File: config.mk
export PLATFORM = sky130hd
export DESIGN_NAME = crr_top
export DESIGN_NICKNAME = d
export VERILOG_FILES = /design/src/crr_pkg.sv /design/src/crr_slot.sv /design/src/crr_irq.sv /design/src/crr_top.sv
export SDC_FILE = /design/constraint.sdc
export NUM_CORES = 1
export LEC_CHECK = 0
export BUFFER_PORTS_ARGS = -buffer_cell sky130_fd_sc_hd__buf_4
export CORE_UTILIZATION = 30
export DETAILED_ROUTE_END_ITERATION = 7
export GPL_TIMING_DRIVEN = 0
export SKIP_CTS_REPAIR_TIMING = 1
export SYNTH_ARGS = -nofsm -noshare
export SYNTH_HDL_FRONTEND = slang
export SYNTH_SLANG_ARGS = --single-unit
File: constraint.sdc
create_clock -name clk -period 2.04 [get_ports clk]
set_input_delay 0.51 -clock clk [delete_from_list [all_inputs] [get_ports clk]]
set_output_delay 0.51 -clock clk [all_outputs]
set_load 0.01 [all_outputs]
File: src/crr_pkg.sv
// Constants, carrier structs and state types of the result register block.
// Assumes one 125 MHz clock, an APB master and a same-clock store strobe.
package crr_pkg;

  // Clock rate
  localparam int unsigned CRR_CLK_MHZ      = 125;

  // Sizes
  localparam int unsigned CRR_NUM_SLOTS    = 4;
  localparam int unsigned CRR_RESULT_W     = 12;
  localparam int unsigned CRR_ADDR_W       = 8;
  localparam int unsigned CRR_DATA_W       = 32;
  localparam int unsigned CRR_EVT_W        = 8;

  // Byte offsets of the registers
  localparam logic [7:0]  CRR_OFS_RESULT_0 = 8'h00;
  localparam logic [7:0]  CRR_OFS_RESULT_1 = 8'h04;
  localparam logic [7:0]  CRR_OFS_RESULT_2 = 8'h08;
  localparam logic [7:0]  CRR_OFS_RESULT_3 = 8'h0c;
  localparam logic [7:0]  CRR_OFS_IRQ_STAT = 8'h10;
  localparam logic [7:0]  CRR_OFS_IRQ_EN   = 8'h14;
  localparam logic [7:0]  CRR_OFS_IRQ_CLR  = 8'h18;

  // Field positions inside a result register
  localparam int unsigned CRR_VALUE_LSB    = 4;
  localparam int unsigned CRR_VALUE_MSB    = 15;
  localparam int unsigned CRR_OVR_BIT      = 1;
  localparam int unsigned CRR_STORED_BIT   = 0;

  // Field positions of the event bits
  localparam int unsigned CRR_EVT_STORE_LSB = 0;
  localparam int unsigned CRR_EVT_OVR_LSB   = 4;

  // Values after reset
  localparam logic [11:0] CRR_VALUE_RST    = 12'h000;
  localparam logic [31:0] CRR_WORD_RST     = 32'h0000_0000;
  localparam logic [7:0]  CRR_EVT_RST      = 8'h00;

  // Store strobe from the conversion sequencer
  typedef struct packed {
    logic        valid;
    logic [1:0]  index;
    logic [11:0] data;
  } crr_store_t;

  // APB request and answer
  typedef struct packed {
    logic        psel;
    logic        penable;
    logic        pwrite;
    logic [7:0]  paddr;
    logic [31:0] pwdata;
    logic [3:0]  pstrb;
  } crr_apb_req_t;

  typedef struct packed {
    logic [31:0] prdata;
    logic        pready;
    logic        pslverr;
  } crr_apb_rsp_t;

  typedef enum logic {CRR_BUS_IDLE, CRR_BUS_ACCESS} crr_bus_state_t;

  typedef struct packed {
    logic [11:0] value;
    logic        stored;
    logic        overrun;
  } crr_slot_state_t;

  typedef struct packed {
    logic [7:0] status;
    logic [7:0] enable;
    logic       irq;
  } crr_irq_state_t;

  typedef struct packed {
    crr_bus_state_t bus;
    crr_apb_rsp_t   rsp;
  } crr_top_state_t;

endpackage

File: src/crr_slot.sv
// One conversion result register with its stored and overrun flags.
// Assumes store and read clear come from logic on the same clock.
`timescale 1ns/100ps
module crr_slot (
  input  wire logic        clk,      // System clock
  input  wire logic        rst_n,    // Asynchronous reset, active low
  input  wire logic        store,    // Load a new result this cycle
  input  wire logic [11:0] data,     // Result to load
  input  wire logic        rd_clr,   // Software reads the low byte
  output logic      [11:0] value,    // Held result
  output logic             stored,   // Unread result present
  output logic             overrun   // Result lost before being read
);
  import crr_pkg::*;

  crr_slot_state_t state_reg;
  crr_slot_state_t state_next;

  // Store wins over the read clear of the same cycle for value and stored; the clear still zeroes overrun
  always_comb begin
    state_next = state_reg;
    if (store) begin
      state_next.value   = data;
      state_next.stored  = 1'b1;
      state_next.overrun = state_reg.overrun |
                           (state_reg.stored & ~rd_clr);
      if (rd_clr) begin
        state_next.overrun = 1'b0;
      end
    end else if (rd_clr) begin
      state_next.stored  = 1'b0;
      state_next.overrun = 1'b0;
    end
  end

  // State register, cleared by reset
  always_ff @(posedge clk or negedge rst_n) begin
    if (!rst_n) begin
      state_reg <= '{value: CRR_VALUE_RST, stored: 1'b0,
                     overrun: 1'b0};
    end else begin
      state_reg <= state_next;
    end
  end

  assign value   = state_reg.value;
  assign stored  = state_reg.stored;
  assign overrun = state_reg.overrun;

endmodule

File: src/crr_irq.sv
// Sticky event status, enable mask and level interrupt output.
// Assumes the bus slave gives one-cycle write strobes on the same clock.
`timescale 1ns/100ps
module crr_irq (
  input  wire logic       clk,       // System clock
  input  wire logic       rst_n,     // Asynchronous reset, active low
  input  wire logic [7:0] set,       // Event pulses, one per bit
  input  wire logic       en_we,     // Write strobe of enable register
  input  wire logic [7:0] en_data,   // New enable mask
  input  wire logic       clr_we,    // Write strobe of clear register
  input  wire logic [7:0] clr_data,  // Ones clear status bits
  output logic      [7:0] status,    // Sticky status bits
  output logic      [7:0] enable,    // Enable mask
  output logic            irq        // Level interrupt, active high
);
  import crr_pkg::*;

  crr_irq_state_t state_reg;
  crr_irq_state_t state_next;

  // A set in the cycle of its clear is kept
  always_comb begin
    state_next = state_reg;
    if (clr_we) begin
      state_next.status = state_reg.status & ~clr_data;
    end
    state_next.status = state_next.status | set;
    if (en_we) begin
      state_next.enable = en_data;
    end
    state_next.irq = |(state_next.status & state_next.enable);
  end

  // State register
  always_ff @(posedge clk or negedge rst_n) begin
    if (!rst_n) begin
      state_reg <= '{status: CRR_EVT_RST, enable: CRR_EVT_RST, irq: 1'b0};
    end else begin
      state_reg <= state_next;
    end
  end

  assign status = state_reg.status;
  assign enable = state_reg.enable;
  assign irq    = state_reg.irq;

endmodule

File: src/crr_top.sv
// Top of the conversion result register block: APB slave, four result
// registers and the event interrupt.
// Assumes an APB master on clk and a store strobe from the sequencer
// that runs on the same clock, so no input is synchronised.
`timescale 1ns/100ps
module crr_top (
  input  wire logic                  clk,      // System clock, 125 MHz
  input  wire logic                  rst_n,    // Async reset, active low
  input  wire crr_pkg::crr_apb_req_t apb_req,  // APB request from master
  input  wire crr_pkg::crr_store_t   store,    // Result store strobe
  output crr_pkg::crr_apb_rsp_t      apb_rsp,  // APB answer, registered
  output logic                       irq       // Event interrupt, high
);
  import crr_pkg::*;

  // Register state of the bus slave
  crr_top_state_t state_reg;
  crr_top_state_t state_next;

  // Per slot signals
  logic [3:0]  store_hit;
  logic [3:0]  rd_clr;
  logic [11:0] slot_value [CRR_NUM_SLOTS];
  logic [3:0]  slot_stored;
  logic [3:0]  slot_overrun;

  // Bus decode of the current cycle
  logic        setup_phase;
  logic        access_done;
  logic [3:0]  addr_slot;
  logic        addr_mapped;
  logic [31:0] read_word;

  // Interrupt block connections
  logic [7:0]  evt_set;
  logic [7:0]  evt_store;
  logic [7:0]  evt_ovr;
  logic        en_we;
  logic        clr_we;
  logic [7:0]  irq_status;
  logic [7:0]  irq_enable;
  logic        irq_line;

  // Decode of a byte address onto the result registers, one hot
  function automatic logic [3:0] slot_select(input logic [7:0] addr);
    logic [3:0] hit;
    hit = 4'h0;
    case (addr)
      CRR_OFS_RESULT_0: hit = 4'h1;
      CRR_OFS_RESULT_1: hit = 4'h2;
      CRR_OFS_RESULT_2: hit = 4'h4;
      CRR_OFS_RESULT_3: hit = 4'h8;
      default:          hit = 4'h0;
    endcase
    return hit;
  endfunction

  // Decode of a store index onto the result registers, one hot
  function automatic logic [3:0] index_select(input logic [1:0] idx);
    logic [3:0] hit;
    hit = 4'h0;
    hit[idx] = 1'b1;
    return hit;
  endfunction

  // Packing of one result register into its bus word
  function automatic logic [31:0] pack_result(
    input logic [11:0] value,
    input logic        stored,
    input logic        overrun
  );
    logic [31:0] word;
    word = CRR_WORD_RST;
    word[CRR_VALUE_MSB:CRR_VALUE_LSB] = value;
    word[CRR_OVR_BIT]    = overrun;
    word[CRR_STORED_BIT] = stored;
    return word;
  endfunction

  // Widening of an 8-bit register into its bus word
  function automatic logic [31:0] pack_byte(input logic [7:0] b);
    logic [31:0] word;
    word = CRR_WORD_RST;
    word[7:0] = b;
    return word;
  endfunction

  // Phase detection of the APB transfer
  assign setup_phase = apb_req.psel & ~apb_req.penable &
                       (state_reg.bus == CRR_BUS_IDLE);
  assign access_done = apb_req.psel & apb_req.penable &
                       state_reg.rsp.pready &
                       (state_reg.bus == CRR_BUS_ACCESS);

  // Address decode
  assign addr_slot   = slot_select(apb_req.paddr);
  assign addr_mapped = (|addr_slot) |
                       (apb_req.paddr == CRR_OFS_IRQ_STAT) |
                       (apb_req.paddr == CRR_OFS_IRQ_EN) |
                       (apb_req.paddr == CRR_OFS_IRQ_CLR);

  // Store strobe routed to its own register only
  assign store_hit = store.valid ? index_select(store.index)
                                 : 4'h0;

  // A read is taken at its setup edge, which clears that register's
  // flags; an APB read always covers the low byte
  assign rd_clr = (setup_phase & ~apb_req.pwrite) ? addr_slot
                                                  : 4'h0;

  // Four result registers
  genvar gi;
  generate
    for (gi = 0; gi < CRR_NUM_SLOTS; gi++) begin : g_slot
      crr_slot u_slot (
        .clk     (clk),
        .rst_n   (rst_n),
        .store   (store_hit[gi]),
        .data    (store.data),
        .rd_clr  (rd_clr[gi]),
        .value   (slot_value[gi]),
        .stored  (slot_stored[gi]),
        .overrun (slot_overrun[gi])
      );
    end
  endgenerate

  // Events: every store, and every store over an unread result
  always_comb begin
    evt_store = CRR_EVT_RST;
    evt_ovr   = CRR_EVT_RST;
    for (int i = 0; i < CRR_NUM_SLOTS; i++) begin
      evt_store[CRR_EVT_STORE_LSB + i] = store_hit[i];
      evt_ovr[CRR_EVT_OVR_LSB + i]     = store_hit[i] &
                                         slot_stored[i] &
                                         ~rd_clr[i];
    end
    evt_set = evt_store | evt_ovr;
  end

  // Write strobes of the interrupt registers at the access edge,
  // byte lane 0 only since both registers are eight bits wide
  assign en_we  = access_done & apb_req.pwrite & apb_req.pstrb[0] &
                  (apb_req.paddr == CRR_OFS_IRQ_EN);
  assign clr_we = access_done & apb_req.pwrite & apb_req.pstrb[0] &
                  (apb_req.paddr == CRR_OFS_IRQ_CLR);

  // Sticky status, enable and interrupt line
  crr_irq u_irq (
    .clk      (clk),
    .rst_n    (rst_n),
    .set      (evt_set),
    .en_we    (en_we),
    .en_data  (apb_req.pwdata[7:0]),
    .clr_we   (clr_we),
    .clr_data (apb_req.pwdata[7:0]),
    .status   (irq_status),
    .enable   (irq_enable),
    .irq      (irq_line)
  );

  // Read data mux; the clear register and unmapped space read zero
  always_comb begin
    read_word = CRR_WORD_RST;
    case (apb_req.paddr)
      CRR_OFS_RESULT_0: read_word = pack_result(slot_value[0],
                                                slot_stored[0],
                                                slot_overrun[0]);
      CRR_OFS_RESULT_1: read_word = pack_result(slot_value[1],
                                                slot_stored[1],
                                                slot_overrun[1]);
      CRR_OFS_RESULT_2: read_word = pack_result(slot_value[2],
                                                slot_stored[2],
                                                slot_overrun[2]);
      CRR_OFS_RESULT_3: read_word = pack_result(slot_value[3],
                                                slot_stored[3],
                                                slot_overrun[3]);
      CRR_OFS_IRQ_STAT: read_word = pack_byte(irq_status);
      CRR_OFS_IRQ_EN:   read_word = pack_byte(irq_enable);
      default:          read_word = CRR_WORD_RST;
    endcase
  end

  // Bus slave: answer with pready in the first access cycle; the read
  // word and the error flag are captured at the setup edge. Writes to
  // result and status registers are ignored without error.
  always_comb begin
    state_next = state_reg;
    case (state_reg.bus)
      CRR_BUS_IDLE: begin
        if (setup_phase) begin
          state_next.bus         = CRR_BUS_ACCESS;
          state_next.rsp.pready  = 1'b1;
          state_next.rsp.pslverr = ~addr_mapped;
          if (apb_req.pwrite) begin
            state_next.rsp.prdata = CRR_WORD_RST;
          end else begin
            state_next.rsp.prdata = read_word;
          end
        end
      end
      CRR_BUS_ACCESS: begin
        if (access_done || !apb_req.psel) begin
          state_next.bus         = CRR_BUS_IDLE;
          state_next.rsp.pready  = 1'b0;
          state_next.rsp.pslverr = 1'b0;
          state_next.rsp.prdata  = CRR_WORD_RST;
        end
      end
      default: begin
        state_next.bus = CRR_BUS_IDLE;
        state_next.rsp = '{prdata: CRR_WORD_RST, pready: 1'b0,
                           pslverr: 1'b0};
      end
    endcase
  end

  // Bus slave register
  always_ff @(posedge clk or negedge rst_n) begin
    if (!rst_n) begin
      state_reg <= '{bus: CRR_BUS_IDLE,
                     rsp: '{prdata: CRR_WORD_RST, pready: 1'b0,
                            pslverr: 1'b0}};
    end else begin
      state_reg <= state_next;
    end
  end

  // Outputs straight from registers
  assign apb_rsp = state_reg.rsp;
  assign irq     = irq_line;

endmodule

==> flow_metrics.py <==
metrics = {
    "final_layout": {
        "layout.cells.non_filler": 675,
        "nNetsFinal": 556,
        "areaGrowthSynthToFinish_pct": 25.62,
        "final_area_mm2": 0.005466,
        "drive_gt1_frac": 0.3273,
        "diodes": 0,
        "largest_register_ffs": 48,
    },
    "yosys": {
        "synth-async-reset-ratio": 1.000,
        "yosysWarnings": 0,
        "synth_area_leaders": "dfrtp_1, mux2_2, nand2_1, a22oi_1, buf_4",
        "synth_cell_types": 40,
        "synth_top_area_frac": 0.5290,
        "yosysTopAreaCell": "dfrtp_1",
        "syn-cell-area_mm2": 0.004352,
        "synthTopCellsByCount": "nand2_1, dfrtp_1, a22oi_1",
        "synth_edf_count": 0,
        "syn-instance-count": 409,
        "yosysMostFrequentCell": "nand2_1",
        "synth.ff_latch_count": 92,
        "ys.flop_type": "dfrtp_1",
        "ys_seq_area_frac": 0.5290,
        "avgSynthCellArea_um2": 10.64,
    },
    "floorplanning": {
        "die_w_um": 122.4,
        "initial_utilization": 0.3099,
        "die_h_um": 122.4,
        "row_count": 43,
        "die_area_mm2": 0.01499,
        "io_pins": 99,
        "core_mm2": 0.01404,
    },
    "placement": {
        "portBuffers": 55,
        "post-dp-hpwl_um": 7933,
        "gp_congestion": 0.8255,
        "dpl.cell_count": 659,
        "place_area_mm2": 0.005061,
    },
    "routing": {
        "drtPass1Iterations": 4,
        "ant_nets": 0,
        "via_count": 3356,
        "detail_route.vias_per_cell": 4.972,
        "remaining_drc_errors": 0,
        "wire_per_inst_um": 16.23,
        "routed_wl_um": 10950,
        "first_iter_violations": 230,
    },
    "critical_path": {
        "cpPeakStageDelay_ns": 0.59,
        "crit_arrival_ns": 2.52,
        "cp-end-kind": "flop",
        "critPathBufInv": 1,
        "path_cells": "buf_8 > or4b_4 > or4_4 > a221o_1 > a22oi_2 > nand4_1",
        "path_class": "in -> reg",
        "required_ns": 2.25,
        "slowest_stage": "or4b_4",
        "start_kind": "input pin",
        "cp_top_family": "simple AND/OR/NAND/NOR gates",
        "cp_max_fo": 6,
        "rrSetupSlack_ns": -0.16,
    },
    "timing": {
        "hold_ws_ns": 0.3873,
        "worst_slack_ns": -0.2702,
        "layout_min_cycle_time_ns": 2.310,
        "setup_tns_ns": -0.6424,
        "tightest_slew_ns": 1.141,
        "finalHoldViolations": 0,
        "slew_headroom": 0.2391,
        "rsz0062_at_grt": "yes",
        "finClkSkew_ns": 0.004496,
        "finalCritPeriodShare": 1.132,
        "slew_violations": 0,
        "fmax_mhz": 432.9,
        "setup_violations": 8,
    },
    "global_routing": {
        "grt_util_all_layers": 0.1537,
        "grt_max_degree": 93,
        "grt_pass1_wl_um": 17290,
        "grt_pass1_vias": 3348,
        "grt_overflow": 0,
        "antenna_found_initial": 0,
    },
    "clocking": {
        "tritoncts": "built",
        "clockRootBuffer": "clkbuf_16",
        "clk_pin_slew_ns": 0.06,
        "clk_latency_ns": 0.34,
        "cts_buffers": 9,
        "htree_levels": 3,
        "clkSinkCount": 92,
        "cts_buffer_depth": 2,
    },
    "hold_path": {
        "min_path_type": "in -> reg",
    },
    "status": {
        "outcome": "finished with violations",
        "violations": "negative setup slack",
    },
    "job": {
        "cap_violations": 0,
    },
    "pwr": {
        "leakagePower_nw": 2.545,
        "vdd_drop_max_mv": 0.4073,
        "total_power_mw": 4.305,
        "pwr_density_cell_mw_per_mm2": 787.6,
    },
}
-- cells by family (layout without fill, tap and decap cells) --
logic type      Yosys count  count (layout)  synth area share
compound gates           83              83            0.1472
buf+inv                  59             130           0.08194
flops                    92              92            0.5290
mux                      32              32           0.08281
other cells               1              16         0.0008617
simple gates            142             142            0.1581
-- layout by cell type, fill, tap and decap left out, types with 4 or more instances in the layout --
cell       netlist  layout
clkbuf_2         0       6
nand3_1          5       5
inv_1            4       4
clkbuf_1        20      12
clkbuf_16        0       9
conb_1           1      16
a22oi_1         35      34
a21oi_1          8       8
nor2b_1          4       4
o211ai_1         5       5
a22o_1          19      19
buf_4           34      92
nor2_1          10       8
mux2_2          32      31
dfrtp_1         92      92
nand2_1         93      93
-- per-stage QoR --
step | worst slack [ns] | util
global placement | -0.8920 | 0.3600
floorplan | -0.3571 | -
global route | -0.3152 | 0.3893
CTS | -0.5189 | 0.3823
finish | -0.2702 | 0.3893
detailed placement | -0.8716 | 0.3604
-- path summary, 6_finish.rpt --
kind	to	cells after the start	from
setup / recovery	u_irq.irq$_DFF_PN0_	6	apb_req[42]
hold / removal	g_slot[3].u_slot.value[1]$_DFFE_PN0P_	3	store[1]
setup reg to reg	u_irq.irq$_DFF_PN0_	5	state_reg[34]$_DFF_PN0_
hold reg to reg	g_slot[3].u_slot.value[10]$_DFFE_PN0P_	2	g_slot[3].u_slot.value[10]$_DFFE_PN0P_
max in group asynchronous	u_irq.status[6]$_DFF_PN0_	1	rst_n
min in group asynchronous	g_slot[2].u_slot.value[8]$_DFFE_PN0P_	1	rst_n
-- final cells by class --
type,count,area [um^2]
clock inverter,2,60.06
tap,180,225.2
sequential,92,2302
clock buffer,12,246.5
inverter,4,15.01
timing repair buffer,59,454.2
buffer,53,345.3
multi-input combinational,273,1818
fill,1368,8576
-- tightest hold or removal path: stages --
cell and delay, ns:
buf_4 0.10, nand2_1 0.04, nand2_1 0.04
-- layer usage --
metal,vias to the layer above,share of wire,track usage
met5,-,0,0
met4,0,0.016,0.06326
li1,1578,-,-
met3,13,0.044,0.01905
met2,87,0.48,0.2511
met1,1678,0.46,0.2057
-- report_power, final --
group	total, mW	internal, mW	switching (mW)
clock network	1.75	1.09	0.658
registers	2.10	2.00	0.102
logic	0.450	0.218	0.232
(Power assumes the default switching activity.)
